--- config.mk ---
export PLATFORM = sky130hd
export DESIGN_NAME = mpos_phase_output_select
export DESIGN_NICKNAME = d
export VERILOG_FILES = /design/src/mpos_phase_output_select.v
export VERILOG_INCLUDE_DIRS = /design/src
export SDC_FILE = /design/constraint.sdc
export NUM_CORES = 1
export LEC_CHECK = 0
export BUFFER_PORTS_ARGS = -buffer_cell sky130_fd_sc_hd__clkbuf_2
export CAP_MARGIN = 40
export CORE_MARGIN = 4
export CORE_UTILIZATION = 30
export DETAILED_ROUTE_END_ITERATION = 10
export GPL_ROUTABILITY_DRIVEN = 1
export GPL_TIMING_DRIVEN = 0
export MAX_ROUTING_LAYER = met4
export PLACE_DENSITY = 0.51
export SYNTH_ARGS = -nofsm -noshare
export SYNTH_HDL_FRONTEND = slang
export SYNTH_SLANG_ARGS = --single-unit
--- constraint.sdc ---
create_clock -name sys_clk -period 2.15 [get_ports sys_clk]
set_clock_uncertainty 0.2 [all_clocks]
set_input_delay 0.215 -clock sys_clk [delete_from_list [all_inputs] [get_ports sys_clk]]
set_output_delay 0.215 -clock sys_clk [all_outputs]
set_load 0.03 [all_outputs]
--- src/mpos_defs.vh ---
// Offsets, fields and reset values of the phase output select block.
`ifndef MPOS_DEFS_VH
`define MPOS_DEFS_VH
// ============================================================
// Register byte offsets
`define MPOS_ADDR_PHASE_STATE 12'h000
`define MPOS_ADDR_PARITY 12'h004
`define MPOS_ADDR_CONTROL 12'h008
// ============================================================
// Phase state fields
`define MPOS_IS_HI 7
`define MPOS_IS_LO 6
`define MPOS_ON_HI 5
`define MPOS_ON_LO 0
// ============================================================
// Parity fields
`define MPOS_ZVD_BIT 7
`define MPOS_REO_BIT 6
`define MPOS_PAR_HI 5
`define MPOS_PAR_LO 0
// ============================================================
// Control fields
`define MPOS_CTL_MODE_HI 1
`define MPOS_CTL_MODE_LO 0
`define MPOS_CTL_STEP_BIT 2
`define MPOS_CTL_DRIVE_BIT 3
`define MPOS_CTL_SENSOR_BIT 4
`define MPOS_CTL_DIRECT_BIT 5
`define MPOS_CTL_POL_HI 13
`define MPOS_CTL_POL_LO 8
// ============================================================
// Encodings and reset values
`define MPOS_MODE_EVEN 2'h0
`define MPOS_MODE_ODD 2'h1
`define MPOS_MODE_ALT 2'h2
`define MPOS_MODE_ALL 2'h3
`define MPOS_SEL_A 2'h0
`define MPOS_SEL_B 2'h1
`define MPOS_SEL_C 2'h2
`define MPOS_RESET_BYTE 8'h00
`define MPOS_RESET_CTL 14'h0000
`endif

--- src/mpos_phase_output_select.v ---
// Phase output select, comparator routing and parity logic.
// ============================================================
// Overview of operation
// Select 0, 1, 2 feeds phase A, B, C to the comparator; 3 is unused.
// On bits apply at commutation, or at once under direct access.
// An on bit of 0 holds the channel off; 1 turns it on, PWM possible.
// Select and on bits wait in preload until the next commutation.
// Edge relation 0 means opposite zero and demag edges, 1 the same edge.
// Read parity 0 samples back-EMF off time on even channels, 1 on odd.
// Each channel parity bit marks the channel even at 0 and odd at 1.
// After demag, output mode picks even, odd, alternate or all channels.
// Before demag when sensorless, drive and step option pick the PWM set.
// Under direct access a phase write loads all preloads at once.
// A read of a preloaded register returns the working value.
// Each pin combines its on bit with its polarity bit.
// Phase state and parity registers and preloads reset to zero.
//
// Decided for this implementation: the register addresses and the APB interface to the registers.
`timescale 1ns/1ps
`include "mpos_defs.vh"
module mpos_phase_output_select (
	input wire sys_clk,
	input wire rstn,
	input wire psel,
	input wire penable,
	input wire pwrite,
	input wire [11:0] paddr,
	input wire [31:0] pwdata,
	output reg [31:0] prdata,
	output reg pready,
	output reg pslverr,
	input wire commutationEvent,
	input wire demagEvent,
	input wire pwmIn,
	input wire phaseInputA,
	input wire phaseInputB,
	input wire phaseInputC,
	output reg comparatorInput,
	output reg zeroDemagEdgeRelation,
	output reg bemfSampleWindow,
	output reg [5:0] motorOutputPins
);

// ============================================================
// Register storage
// Preloads take the phase state, parity and step option writes; working copies drive the logic and the reads.
reg [7:0] phaseStatePre;
reg [7:0] phaseState;
reg [7:0] parityPre;
reg [7:0] parity;
reg [13:0] control;
reg stepOptionPre;
reg stepOption;
reg afterDemag;
reg altPhase;
reg [2:0] phaseSync;
reg [2:0] phaseMeta;
reg pwmSync;
reg pwmMeta;

wire [1:0] pwmOutputMode = control[`MPOS_CTL_MODE_HI:`MPOS_CTL_MODE_LO];
wire voltageCurrentDrive = control[`MPOS_CTL_DRIVE_BIT];
wire sensorModeSelect = control[`MPOS_CTL_SENSOR_BIT];
wire directAccess = control[`MPOS_CTL_DIRECT_BIT];
wire [5:0] channelPolarityBits = control[`MPOS_CTL_POL_HI:`MPOS_CTL_POL_LO];
wire [1:0] comparatorInputSelect = phaseState[`MPOS_IS_HI:`MPOS_IS_LO];
wire [5:0] channelOnBits = phaseState[`MPOS_ON_HI:`MPOS_ON_LO];
wire [5:0] channelOdd = parity[`MPOS_PAR_HI:`MPOS_PAR_LO];
wire bemfReadParity = parity[`MPOS_REO_BIT];

wire apbWrite = psel && penable && pwrite;
wire hitPhase = (paddr == `MPOS_ADDR_PHASE_STATE);
wire hitParity = (paddr == `MPOS_ADDR_PARITY);
wire hitControl = (paddr == `MPOS_ADDR_CONTROL);
// Unmapped addresses answer with an error and change nothing.
wire hitAny = hitPhase || hitParity || hitControl;
wire phaseWrite = apbWrite && hitPhase;
wire parityWrite = apbWrite && hitParity;
wire controlWrite = apbWrite && hitControl;
wire setupPhase = psel && !penable;
wire readSetup = setupPhase && !pwrite;
// Direct access loads on the phase write itself, using the new write data.
wire directLoad = phaseWrite && directAccess;
wire loadWorking = commutationEvent || directLoad;

// ============================================================
// Read data selection
// Reads show the working copies, since those are what drive the pins.
reg [31:0] nextReadData;
always @* begin
	if (hitPhase) begin
		nextReadData = {24'h000000, phaseState};
	end else if (hitParity) begin
		nextReadData = {24'h000000, parity};
	end else if (hitControl) begin
		nextReadData = {18'h00000, control[13:3], stepOption,
			control[1:0]};
	end else begin
		nextReadData = 32'h00000000;
	end
end

// ============================================================
// APB slave, zero wait states
always @(posedge sys_clk) begin
	if (!rstn) begin
		phaseStatePre <= `MPOS_RESET_BYTE;
		parityPre <= `MPOS_RESET_BYTE;
		control <= `MPOS_RESET_CTL;
		stepOptionPre <= 1'b0;
		prdata <= 32'h00000000;
		pready <= 1'b0;
		pslverr <= 1'b0;
	end else begin
		// The answer is prepared in the setup cycle, so no wait states.
		pready <= setupPhase;
		pslverr <= setupPhase && !hitAny;
		if (phaseWrite) begin
			phaseStatePre <= pwdata[7:0];
		end
		if (parityWrite) begin
			parityPre <= pwdata[7:0];
		end
		if (controlWrite) begin
			control <= pwdata[13:0];
			stepOptionPre <= pwdata[`MPOS_CTL_STEP_BIT];
		end
		if (readSetup) begin
			prdata <= nextReadData;
		end
	end
end

// ============================================================
// Working phase state
// Direct access takes the bus data itself, on the same edge that the preload takes it.
always @(posedge sys_clk) begin
	if (!rstn) begin
		phaseState <= `MPOS_RESET_BYTE;
	end else if (directLoad) begin
		phaseState <= pwdata[7:0];
	end else if (loadWorking) begin
		phaseState <= phaseStatePre;
	end
end

// ============================================================
// Working parity and step option
// A direct load also moves these, so all preloads change together.
always @(posedge sys_clk) begin
	if (!rstn) begin
		parity <= `MPOS_RESET_BYTE;
	end else if (loadWorking) begin
		parity <= parityPre;
	end
end

always @(posedge sys_clk) begin
	if (!rstn) begin
		stepOption <= 1'b0;
	end else if (loadWorking) begin
		stepOption <= stepOptionPre;
	end
end

// ============================================================
// Step phase tracking
// Demagnetisation seen in the same cycle as commutation is ignored,
// since the new step has only just begun.
always @(posedge sys_clk) begin
	if (!rstn) begin
		afterDemag <= 1'b0;
		altPhase <= 1'b0;
	end else begin
		if (commutationEvent) begin
			afterDemag <= 1'b0;
			altPhase <= ~altPhase;
		end else if (demagEvent) begin
			afterDemag <= 1'b1;
		end
	end
end

// ============================================================
// Phase input synchroniser
// Only the second stage is read, so a metastable first stage stays local.
always @(posedge sys_clk) begin
	if (!rstn) begin
		phaseMeta <= 3'h0;
		phaseSync <= 3'h0;
	end else begin
		phaseMeta <= {phaseInputC, phaseInputB, phaseInputA};
		phaseSync <= phaseMeta;
	end
end

// ============================================================
// PWM level synchroniser
// The PWM level comes from another timing source, so it is synchronised too.
always @(posedge sys_clk) begin
	if (!rstn) begin
		pwmMeta <= 1'b0;
		pwmSync <= 1'b0;
	end else begin
		pwmMeta <= pwmIn;
		pwmSync <= pwmMeta;
	end
end

// ============================================================
// PWM set after demagnetisation
// An empty set keeps active channels on solid, which is continuous drive.
// Alternation follows the commutation count, not time.
wire continuousMode = !sensorModeSelect && !voltageCurrentDrive && !stepOption;
wire [5:0] alternateSet = altPhase ? channelOdd : ~channelOdd;
reg [5:0] afterSet;
always @* begin
	case (pwmOutputMode)
	`MPOS_MODE_EVEN: afterSet = ~channelOdd;
	`MPOS_MODE_ODD: afterSet = channelOdd;
	`MPOS_MODE_ALT: begin
		if (continuousMode) begin
			afterSet = 6'h00;
		end else begin
			afterSet = alternateSet;
		end
	end
	default: afterSet = 6'h3F;
	endcase
end

// ============================================================
// PWM set before demagnetisation
reg [5:0] beforeSet;
always @* begin
	if (!stepOption) begin
		beforeSet = voltageCurrentDrive ? ~channelOdd : afterSet;
	end else if (!voltageCurrentDrive) begin
		beforeSet = alternateSet;
	end else begin
		beforeSet = channelOdd;
	end
end

// ============================================================
// Active PWM set
// Sensor mode has no pre-demagnetisation phase, so it always uses afterSet.
reg [5:0] pwmSet;
always @* begin
	if (sensorModeSelect || afterDemag) begin
		pwmSet = afterSet;
	end else begin
		pwmSet = beforeSet;
	end
end

// ============================================================
// Comparator input selection
// Code 3 gives a quiet low, so a stray select cannot toggle the comparator.
reg nextComparator;
always @* begin
	case (comparatorInputSelect)
	`MPOS_SEL_A: nextComparator = phaseSync[0];
	`MPOS_SEL_B: nextComparator = phaseSync[1];
	`MPOS_SEL_C: nextComparator = phaseSync[2];
	default: nextComparator = 1'b0;
	endcase
end

// ============================================================
// Output pins, one per channel
// Direct access gives plain logic levels: no PWM is applied then.
// Polarity 0 makes a channel active low, so reset leaves every pin high.
genvar ch;
generate
	for (ch = 0; ch < 6; ch = ch + 1) begin : genChannel
		wire chanOn = channelOnBits[ch] &&
			(directAccess || !pwmSet[ch] || pwmSync);
		always @(posedge sys_clk) begin
			if (!rstn) begin
				motorOutputPins[ch] <= 1'b1;
			end else begin
				motorOutputPins[ch] <= ~(chanOn ^
					channelPolarityBits[ch]);
			end
		end
	end
endgenerate

// ============================================================
// Comparator routing and sampling window
// Only a modulated channel shows back-EMF during the off time.
wire [5:0] readParitySet = bemfReadParity ? channelOdd : ~channelOdd;
wire [5:0] sampleChannels = channelOnBits & pwmSet & readParitySet;
always @(posedge sys_clk) begin
	if (!rstn) begin
		comparatorInput <= 1'b0;
		zeroDemagEdgeRelation <= 1'b0;
		bemfSampleWindow <= 1'b0;
	end else begin
		comparatorInput <= nextComparator;
		zeroDemagEdgeRelation <= parity[`MPOS_ZVD_BIT];
		bemfSampleWindow <= !pwmSync && (|sampleChannels);
	end
end

endmodule

After elaboration in Yosys (flattened, before gate mapping):

Index checks and enable logic that the tools add are counted.

* register bits after elaboration: 101
* input bits: 55
* word-level logic and storage cells: 115

* equal/unequal tests: 6
* multiplexer cells: 14
* bitwise gates (word level): 17
* reduce and logical (&&, ||, !) cells: 53

Operator list (count)
* $mux 14: 3
* $mux 6: 7
* $logic_and 1x1->1: 18
* $pmux 6 s3: 1
* $logic_or 1x1->1: 16
* $mux 8: 2
* $logic_not 1->1: 13
* $and 6x6->6: 2
* $eq 12x3->1 const B: 1
* $eq 12x4->1 const B: 1
* $logic_not 12->1: 1
* $not 1->1: 8
* $not 6->6: 1
* $reduce_or 6->1: 1
* $xor 1x1->1: 6
* $eq 2x1->1 const B: 2
* $eq 2x2->1 const B: 2
* $logic_not 2->1: 2
* $pmux 1 s3: 1
* $reduce_bool 2->1: 1
* $reduce_or 2->1: 1

Logic depth before layout (Yosys ltp):

Gate-level depths: netlist of run 1.

* depth in word-level cells: 14
* mapped depth: 8

Worst setup path after synthesis of run 1:

No wires, ideal clock.

* kind: register -> register
* start point: reg control[3]
* end point: reg motorOutputPins[0]
* setup time: 0.123 ns
* arrival: 1.661 ns
* required time: 1.827 ns
* setup slack: 0.166 ns
* cell stages (with the launch flop): 8
* path buffers: 1
* clock period less this slack: 1.984 ns
* path through: dfxtp_1 -> buf_6 -> o311a_4 -> nor3b_1 -> a211o_1 -> o21ai_1 -> a21boi_1 -> mux2_1

* cells in the longest elaborated chain, start to end: 14
* elaborated cells on any way between the ends: 15
* those cells by class: 6 x mux; 2 x bitwise; 7 x reduce/logical

RTL lines
* start, declared: RTL line mpos_phase_output_select.v:51 `reg [13:0] control;`
* start signal, assigned: RTL line mpos_phase_output_select.v:109 `` control <= `MPOS_RESET_CTL; ``
* start signal, assigned: RTL line mpos_phase_output_select.v:125 `control <= pwdata[13:0];`
* $logic_not 1->1
* $logic_and 1x1->1 (2 in series): RTL line mpos_phase_output_select.v:214 `wire continuousMode = !sensorModeSelect && !voltageCurrentDrive && !stepOption;`
* $mux 6: RTL line mpos_phase_output_select.v:222 `if (continuousMode) begin`
* $pmux 6 s3: RTL line mpos_phase_output_select.v:218 `case (pwmOutputMode)`
* $mux 6: RTL line mpos_phase_output_select.v:237 `beforeSet = voltageCurrentDrive ? ~channelOdd : afterSet;`
* $mux 6: RTL line mpos_phase_output_select.v:236 `if (!stepOption) begin`
* $mux 6 (*): RTL line mpos_phase_output_select.v:250 `if (sensorModeSelect || afterDemag) begin`
* $logic_not 1->1 (*): RTL line mpos_phase_output_select.v:278 `(directAccess || !pwmSet[ch] || pwmSync);`
* $logic_or 1x1->1 (*) (2 in series): RTL line mpos_phase_output_select.v:278
* $logic_and 1x1->1 (*): RTL line mpos_phase_output_select.v:277 `wire chanOn = channelOnBits[ch] &&`
* $xor 1x1->1 (*): RTL line mpos_phase_output_select.v:283 `motorOutputPins[ch] <= ~(chanOn ^`
* $not 1->1 (*): RTL line mpos_phase_output_select.v:283
* end signal, assigned by index: RTL line mpos_phase_output_select.v:283
* end, declared: RTL line mpos_phase_output_select.v:41 `output reg [5:0] motorOutputPins`

Every way passes the cells marked *; elsewhere a longest branch is shown, timed or not.
A chain may end at the register's enable or synchronous reset.

Worst setup path after layout of run 1:

* start point: reg control[0]
* end point: reg motorOutputPins[0]

* cells in the longest elaborated chain, start to end: 11
* elaborated cells on any way between the ends: 13
* those cells by class: 2 x eq/ne; 4 x mux; 2 x bitwise; 5 x reduce/logical

RTL lines (RTL line)
* $eq 2x2->1 (tied with other cells): mpos_phase_output_select.v:218
* $pmux 6 s3 (*): mpos_phase_output_select.v:218
* $mux 6: mpos_phase_output_select.v:237
* $mux 6: mpos_phase_output_select.v:236
* $mux 6 (*): mpos_phase_output_select.v:250
* $logic_not 1->1 (*): mpos_phase_output_select.v:278
* $logic_or 1x1->1 (*) (2 in series): mpos_phase_output_select.v:278
* $logic_and 1x1->1 (*): mpos_phase_output_select.v:277
* $xor 1x1->1 (*): mpos_phase_output_select.v:283
* $not 1->1 (*): mpos_phase_output_select.v:283

Marks and branches as above.

==> out/metrics.yaml, run 1 <==
status: "finished clean"
rsz0062_at_grt: "true"
synth_xor_area_share_pct: 2.934
setup_viol: 0
netlist_area_um2: 4179
muxShareOfSynthArea_pct: 7.305
max_freq_ghz: 0.4694
ir_worst_vdd_mv: 0.4848
cts-root-buf: "clkbuf_16"
grt_max_degree: 15
reg2regPathDepth: 7
mostFrequentLayoutCells: "dfxtp_1 (78), clkbuf_2 (62), nand2_1 (57)"
fillCellCount: 1378
ys_types: 70
crit_required_ns: 2.18
drt_iter0_drc: 235
vias: 3817
clock_latency_ns: 0.33
cts_tree: "built"
dp.cells: 735
utilization_pct: 40.20
finalWorstSetupSlack_ns: 0.01944
die_area_um2: 15880
power_leakage_nw: 2.121
rr_startpoint: "control[0]"
drt_pass1_iterations: 5
gr-total-overflow: 0
post_route_cells_drive_above_1_share_pct: 29.70
r2r_end: "motorOutputPins[0]"
synth_top_family_by_area: "simple AND/OR/NAND/NOR gates"
drt_wl_total_um: 12530
drv_cap: 0
critPathLaunchType: "flip-flop"
hp-start: "paddr[3]"
path_class: "flip-flop to flip-flop"
h-tree-depth: 3
yosysTopAreaCellShare_pct: 39.28
synth_area_leaders: "dfxtp_1 (39%), mux2i_1 (6.2%), nand2_1 (5.1%)"
hold_depth: 3
r2r_slack_ns: 0.02
io_buffers: 60
yosys.area.top_type: "dfxtp_1"
drc_errors: 0
place_congestion: 0.8337
cp-end-kind: "flip-flop"
hold_path.class: "primary input to flip-flop"
coreArea_um2: 13450
io_pins: 98
clk_pin_slew_ns: 0.07
cts_buffer_depth: 2
cpPeakStageDelay_ns: 0.54
wl_per_cell_um: 16.24
slew_viol_final: 0
grt_pass1_wl_um: 19820
grtUsageTotal_pct: 15.95
power.density_nw_per_um2: 634.3
diodes: 0
hpwl_um: 9171
max_slew_margin_pct: 48.94
async_reset_ff_share_pct: 0
cp_cell_sequence: "buf_4, xnor2_2, or4_1, nand3_2, o21ai_2, a21boi_2, mux2_4"
antenna_found_initial: 0
synth_fa_ha_area_share_pct: 0
fp.dieW_um: 126.0
syn_to_final_growth_pct: 29.40
die_h_um: 126.0
synth_edf_count: 0
synth_compound_area_share_pct: 20.15
vias_per_cell: 4.944
period_share_pct: 99.10
hold_viol_final: 0
hold_path_end: "pslverr"
ys_seq_area_share_pct: 39.28
cts_buffers: 9
worst-path-max-fanout: 8
slowest_stage: "or4_1"
cts_num_sinks: 82
fin_crit_ns: 2.131
arrival_ns: 2.16
stdcell_count: 772
syn_inst: 482
row_count: 42
yosysWarnings: 0
ant_nets: 0
pre_cts_ws_ns: -0.1458
grt_pass1_vias: 3611
avgSynthCellArea_um2: 8.670
nNetsFinal: 646
tightestPinTransition_ns: 0.7659
p_total_mw: 3.430
final_common_cell: "dfxtp_1"
start_util_pct: 31.06
ys_ff_latch: 82
synthSimpleGateAreaFrac_pct: 22.01
synthFlopType: "dfxtp_1"
-- routing by layer --
layer	vias to the layer above	track usage, %	wire length [µm]
li1	1870	-	-
met1	1803	21.17	5722
met2	132	25.41	5914
met3	12	3.133	770
met4	0	3.344	126
met5	-	-	0
-- final cells by class --
type	count	area, µm²	share of cell area, %
timing repair buffer	84	533.0	9.857
clock inverter	5	63.81	1.180
multi-input combinational	356	2349	43.43
tap	176	220.2	4.072
clock buffer	11	242.7	4.489
buffer	52	326.6	6.039
inverter	6	26.28	0.4859
sequential	82	1647	30.45
-- cells in the mapped netlist, types with 3 or more instances --
| cell type | n |
|---|---|
| inv_1 | 5 |
| mux2i_1 | 26 |
| nand2_1 | 57 |
| nor2_1 | 38 |
| clkbuf_1 | 20 |
| o22ai_1 | 4 |
| nor4_2 | 3 |
| and3b_1 | 3 |
| buf_4 | 20 |
| a31oi_1 | 4 |
| o21a_1 | 3 |
| a21oi_2 | 10 |
| xor2_1 | 4 |
| xnor2_1 | 10 |
| o21ai_0 | 16 |
| dfxtp_1 | 82 |
| nor3b_1 | 5 |
| nor3_2 | 3 |
| and2_1 | 9 |
| a21oi_1 | 39 |
| mux2_2 | 3 |
| nand2_2 | 10 |
| o211ai_1 | 5 |
| and3_1 | 4 |
| o221ai_1 | 3 |
| nor3_1 | 6 |
| a22oi_1 | 10 |
| buf_2 | 11 |
| a211oi_1 | 9 |
| nand2b_1 | 4 |
| nand3_1 | 9 |
-- state kept, by name (all words and copies together) (netlist names), 3 cells and up --
name             cells
parity               8
phaseState           8
phaseSync            3
parityPre            8
prdata              14
motorOutputPins      6
phaseMeta            3
control             14
phaseStatePre        8
-- through the flow --
stage / TNS (ns) / hold slack (ns) / cell area (µm²)
2_1_floorplan: 0 / 0.09925 / 4243
3_3_place_gp: -1.270 / 0.2138 / 4763
3_5_place_dp: -1.807 / 0.2216 / 4763
4_1_cts: 0 / 0.08737 / 5316
5_1_grt: -0.1027 / 0.1285 / 5408
6_report: 0 / 0.09170 / 5408
-- worst max path at each step --
stage                           from                 end  slack, ns  cells past startpoint
final                     control[0]  motorOutputPins[0]       0.02                      7
after global routing      control[3]    bemfSampleWindow      -0.06                      6
after CTS                  parity[5]  motorOutputPins[5]      0.005                      7
after detailed placement    paddr[9]        parityPre[3]      -0.15                      7
after global placement     parity[2]  motorOutputPins[2]      -0.10                      6
after floorplan           control[3]  motorOutputPins[0]       0.17                      7
-- kinds of logic after synthesis --
kind of cell | Yosys count
buffers and inverters | 61
flip-flops | 82
multiplexers | 30
AND/OR/NAND/NOR | 173
AO/OA/AOI/OAI | 121
other | 1
XOR/XNOR | 14
-- power by group --
part           internal, mW  switching, mW  leakage, nW  total, mW
Clock                 0.939          0.634        0.146       1.57
Combinational         0.121          0.187         1.31      0.308
Sequential             1.54         0.0115        0.666       1.55
Total                  2.60          0.833         2.12       3.43
-- critical path: cells and delay by family, from the launching register on --
kind	cells	cell delay (ns)
flops	1	0.31
buf+inv	1	0.16
simple gates	2	0.64
xor+xnor	1	0.14
compound gates	2	0.25
mux	1	0.31
-- repair_timing --
| item | CTS | global route |
|---|---|---|
| setup buffers | 3 | 0 |
| setup endpoints to repair | 7 | 27 |
| gates resized for setup | 9 | 23 |
| endpoints found under the hold margin | 24 | 0 |
| hold buffers | 21 | 0 |
| pin swaps | 2 | 4 |
(Power assumes the default switching activity.)
==> run 2: changes to the inputs <==
- RECOVER_POWER: unset -> 50
==> run 2 against run 1 <==
Compared with the run above:
- design area shrank 0.74%
- setup slack lost 0.0023 ns
- routed wire length is essentially flat
- critical path depth is the same
- critical endpoint unchanged
- largest power group unchanged
==> out/metrics.yaml, run 2 (synthesis gave the netlist of run 1 again) <==
die_area_um2: 15880
h-tree-depth: 3
drv_cap: 0
gr-total-overflow: 0
hold_depth: 3
mostFrequentLayoutCells: "dfxtp_1 (78), nand2_1 (57), clkbuf_1 (43)"
stdcell_count: 772
period_share_pct: 99.20
final_common_cell: "dfxtp_1"
grtUsageTotal_pct: 15.95
grt_pass1_wl_um: 19820
clock_latency_ns: 0.33
arrival_ns: 2.16
row_count: 42
antenna_found_initial: 0
drt_wl_total_um: 12550
hpwl_um: 9171
coreArea_um2: 13450
worst-path-max-fanout: 8
cts_buffer_depth: 2
syn_to_final_growth_pct: 28.44
ant_nets: 0
vias_per_cell: 4.981
cts_buffers: 9
crit_required_ns: 2.17
place_congestion: 0.8337
cp-end-kind: "flip-flop"
status: "finished clean"
cts-root-buf: "clkbuf_16"
rsz0062_at_grt: "true"
wl_per_cell_um: 16.25
clk_pin_slew_ns: 0.07
drt_iter0_drc: 280
dp.cells: 735
vias: 3845
hold_path_end: "pslverr"
power.density_nw_per_um2: 637.4
drc_errors: 0
io_buffers: 60
nNetsFinal: 646
max_slew_margin_pct: 49.27
cp_cell_sequence: "buf_4, xnor2_2, or4_1, nand3_2, o21ai_2, a21boi_2, mux2_4"
cts_tree: "built"
io_pins: 98
rr_startpoint: "control[0]"
hold_slack_ns: 0.08576
reg.largest.list: "control: 14 flops, prdata: 14 flops"
critPathLaunchType: "flip-flop"
crit_start: "control[0]"
slowest_stage: "or4_1"
r2r_end: "motorOutputPins[0]"
drt_pass1_iterations: 5
path_class: "flip-flop to flip-flop"
post_route_cells_drive_above_1_share_pct: 25.17
setup_viol: 0
hold_viol_final: 0
power_leakage_nw: 2.026
hp-start: "paddr[2]"
die_h_um: 126.0
cpPeakStageDelay_ns: 0.54
grt_pass1_vias: 3611
ir_worst_vdd_mv: 0.4850
fin_crit_ns: 2.133
cts_num_sinks: 82
max_freq_ghz: 0.4689
diodes: 0
hold_path.class: "primary input to flip-flop"
start_util_pct: 31.06
tightestPinTransition_ns: 0.7610
r2r_slack_ns: 0.02
grt_max_degree: 15
reg2regPathDepth: 7
utilization_pct: 39.90
slew_viol_final: 0
fp.dieW_um: 126.0
## run 2: cell count changes in the layout (fill, tap and decap cells not counted)
| cell | previous run | this run |
|---|---|---|
| clkbuf_1 | 16 | 43 |
| nor3b_4 | 1 | 0 |
| and2_1 | 9 | 5 |
| and2_0 | 0 | 4 |
| buf_2 | 7 | 6 |
| clkbuf_2 | 62 | 36 |
| nor3b_2 | 2 | 3 |
## run 2: area by class of cell
cell class | instances | area [µm²]
Buffer | 52 | 326.6
Clock buffer | 11 | 242.7
Clock inverter | 5 | 63.81
Fill cell | 1389 | 8085
Inverter | 6 | 26.28
Multi-Input combinational cell | 356 | 2342
Sequential cell | 82 | 1647
Tap cell | 176 | 220.2
Timing Repair Buffer | 84 | 499.2
## run 2: critical path: cells and delay by family, from the launching register on
kind / cells / cell delay, ns
muxes: 1 / 0.31
and+or+nand+nor: 2 / 0.64
buffers and inverters: 1 / 0.16
AOI/OAI and AO/OA: 2 / 0.26
DFF: 1 / 0.31
xor gates and xnor gates: 1 / 0.14
## run 2: power breakdown
part | leakage (nW) | internal, mW | total, mW | switching, mW
clock | 0.146 | 0.938 | 1.57 | 0.629
sequential | 0.666 | 1.54 | 1.55 | 0.0113
combinational | 1.21 | 0.117 | 0.305 | 0.188
total | 2.03 | 2.59 | 3.42 | 0.828
## run 2: layer usage
layer | GRT usage [%] | part of all wire [%] | vias up
li1 | - | - | 1873
met1 | 21.17 | 47 | 1851
met2 | 25.41 | 48 | 113
met3 | 3.133 | 5.2 | 8
met4 | 3.344 | 0.72 | 0
met5 | - | 0 | -
## run 2: per-stage QoR
| step | setup WS [ns] | cell area (µm²) | total power, mW | TNS, ns |
|---|---|---|---|---|
| 2_1_floorplan | 0.1658 | 4243 | 1.761 | 0 |
| 3_3_place_gp | -0.1004 | 4763 | 1.854 | -1.270 |
| 3_5_place_dp | -0.1458 | 4763 | 1.856 | -1.807 |
| 4_1_cts | 0.004620 | 5316 | 3.449 | 0 |
| 5_1_grt | -0.05978 | 5368 | 3.551 | -0.1995 |
| 6_report | 0.01717 | 5368 | 3.421 | 0 |
## run 2: how the worst max path moves through the flow
stage	to	slack (ns)
after floorplan	motorOutputPins[0]	0.17
after global placement	motorOutputPins[2]	-0.10
after detailed placement	parityPre[3]	-0.15
after CTS	motorOutputPins[5]	0.005
after global routing	bemfSampleWindow	-0.06
final	motorOutputPins[0]	0.02
## run 2: timing repair
action,CTS,global route
hold buffers,21,0
gates resized for setup,9,23
endpoints found under the hold margin,24,0
pin swaps,2,4
setup buffers,3,0
gates cloned,0,0
endpoints found under the setup margin,7,27
==> run 3: changes to the inputs <==
- PLACE_DENSITY: 0.51 -> 0.52
- clock period: 2.15 -> 1.9 ns (I/O delays scaled with it)
==> run 3 against run 2 <==
Compared with the run above:
- the flow now finishes with violations (setup timing)
- design area increased by 2.2%
- core utilization increased by 0.86 points
- die area stayed put
- largest cell class unchanged
==> out/metrics.yaml, run 3 (synthesis gave the netlist of run 1 again) <==
io_buffers: 60
place_area_um2: 4771
clk_pin_slew_ns: 0.06
cts-root-buf: "clkbuf_16"
drt_pass1_iterations: 4
reg.largest.list: "control: 14 flops, prdata: 14 flops"
path_class: "flip-flop to flip-flop"
gr-total-overflow: 0
diodes: 0
cp-end-kind: "flip-flop"
place_congestion: 0.8205
coreArea_um2: 13450
post_route_cells_drive_above_1_share_pct: 27.35
die_area_um2: 15880
cts_buffers: 9
nNetsFinal: 658
tightestPinTransition_ns: 0.7449
rsz0062_at_grt: "true"
drv_cap: 0
stdcell_count: 783
fin_crit_ns: 2.098
grt_pass1_vias: 3691
ir_worst_vdd_mv: 0.4491
wl_per_cell_um: 16.52
grt_max_degree: 13
antenna_found_initial: 0
hpwl_um: 9207
grtUsageTotal_pct: 16.03
cts_num_sinks: 82
die_h_um: 126.0
critPathLaunchType: "flip-flop"
hold_viol_final: 0
crit_required_ns: 1.93
ant_nets: 0
power_leakage_nw: 2.117
setup_viol: 13
dp.cells: 735
drt_wl_total_um: 12940
finalWorstSetupSlack_ns: -0.1978
h-tree-depth: 3
row_count: 42
drc_errors: 0
start_util_pct: 31.06
clock_latency_ns: 0.34
cts_buffer_depth: 2
max_freq_ghz: 0.4767
syn_to_final_growth_pct: 31.23
mostFrequentLayoutCells: "dfxtp_1 (74), nand2_1 (57), clkbuf_1 (40)"
vias: 3875
finalSetupTns_ns: -0.8706
period_share_pct: 110.4
grt_pass1_wl_um: 19680
drt_iter0_drc: 237
arrival_ns: 2.13
cts_tree: "built"
final_area_um2: 5484
slew_viol_final: 0
max_slew_margin_pct: 50.34
worst-path-max-fanout: 4
violations: "setup timing"
status: "finished with violations"
power.density_nw_per_um2: 708.9
fp.dieW_um: 126.0
fillCellCount: 1412
hold_path.class: "primary input to flip-flop"
final_common_cell: "dfxtp_1"
vias_per_cell: 4.949
io_pins: 98
[run 3: area by class of cell]
type	count	area (µm²)	area share, %
plain buffers	51	339.1	6.183
clock buffers	13	270.3	4.928
clock inverters	2	35.03	0.6388
inverters	6	28.78	0.5248
multi-input cells	356	2333	42.55
flip-flops and latches	82	1654	30.16
well taps	176	220.2	4.016
repair buffers	97	603.1	11.00
[run 3: stage by stage]
step / hold slack (ns) / setup slack (ns) / power, mW / utilization (%)
finish: 0.06025 / -0.1978 / 3.888 / 40.76
global route: 0.09501 / -0.2488 / 4.006 / 40.76
CTS: 0.04246 / -0.2031 / 3.910 / 40.15
detailed placement: 0.2013 / -0.3967 / 2.100 / 35.46
global placement: 0.2006 / -0.3371 / 2.098 / 35.46
floorplan: 0.07425 / -0.01108 / 1.993 / -
[run 3: routing by layer]
layer  GRT usage [%]  part of all wire [%]
met1           20.66                    45
met2           25.54                    47
met3           3.345                   5.8
met4           4.606                   2.8
met5               -                     0
[run 3: path summary, 6_finish.rpt]
kind	cells after the start	start	to	slack, ns
setup / recovery	7	stepOption	motorOutputPins[0]	-0.20
hold / removal	3	rstn	prdata[0]	0.06
setup reg to reg	7	stepOption	motorOutputPins[0]	-0.20
hold reg to reg	1	phaseMeta[0]	phaseSync[0]	0.23
[run 3: repair_timing]
item / in CTS / in global routing
cloned: 0 / 2
hold buffers: 21 / 0
endpoints found under the setup margin: 15 / 34
pin swaps: 7 / 11
endpoints found under the hold margin: 37 / 0
resized for setup: 23 / 25
buffers inserted: 8 / 6
[run 3: power breakdown]
group | total [mW] | switching [mW] | leakage (nW) | internal, mW
registers | 1.75 | 0.0138 | 0.668 | 1.74
clock network | 1.79 | 0.673 | 0.152 | 1.12
logic | 0.345 | 0.211 | 1.30 | 0.134
total | 3.89 | 0.897 | 2.12 | 2.99
[run 3: critical path, cell delays in order (launching register included)]
cell and delay [ns]:
dfxtp_2 0.33, buf_6 0.13, o41ai_4 0.45, buf_4 0.18, a211o_1 0.12, o21ai_2 0.08, a21boi_2 0.19, mux2_4 0.31
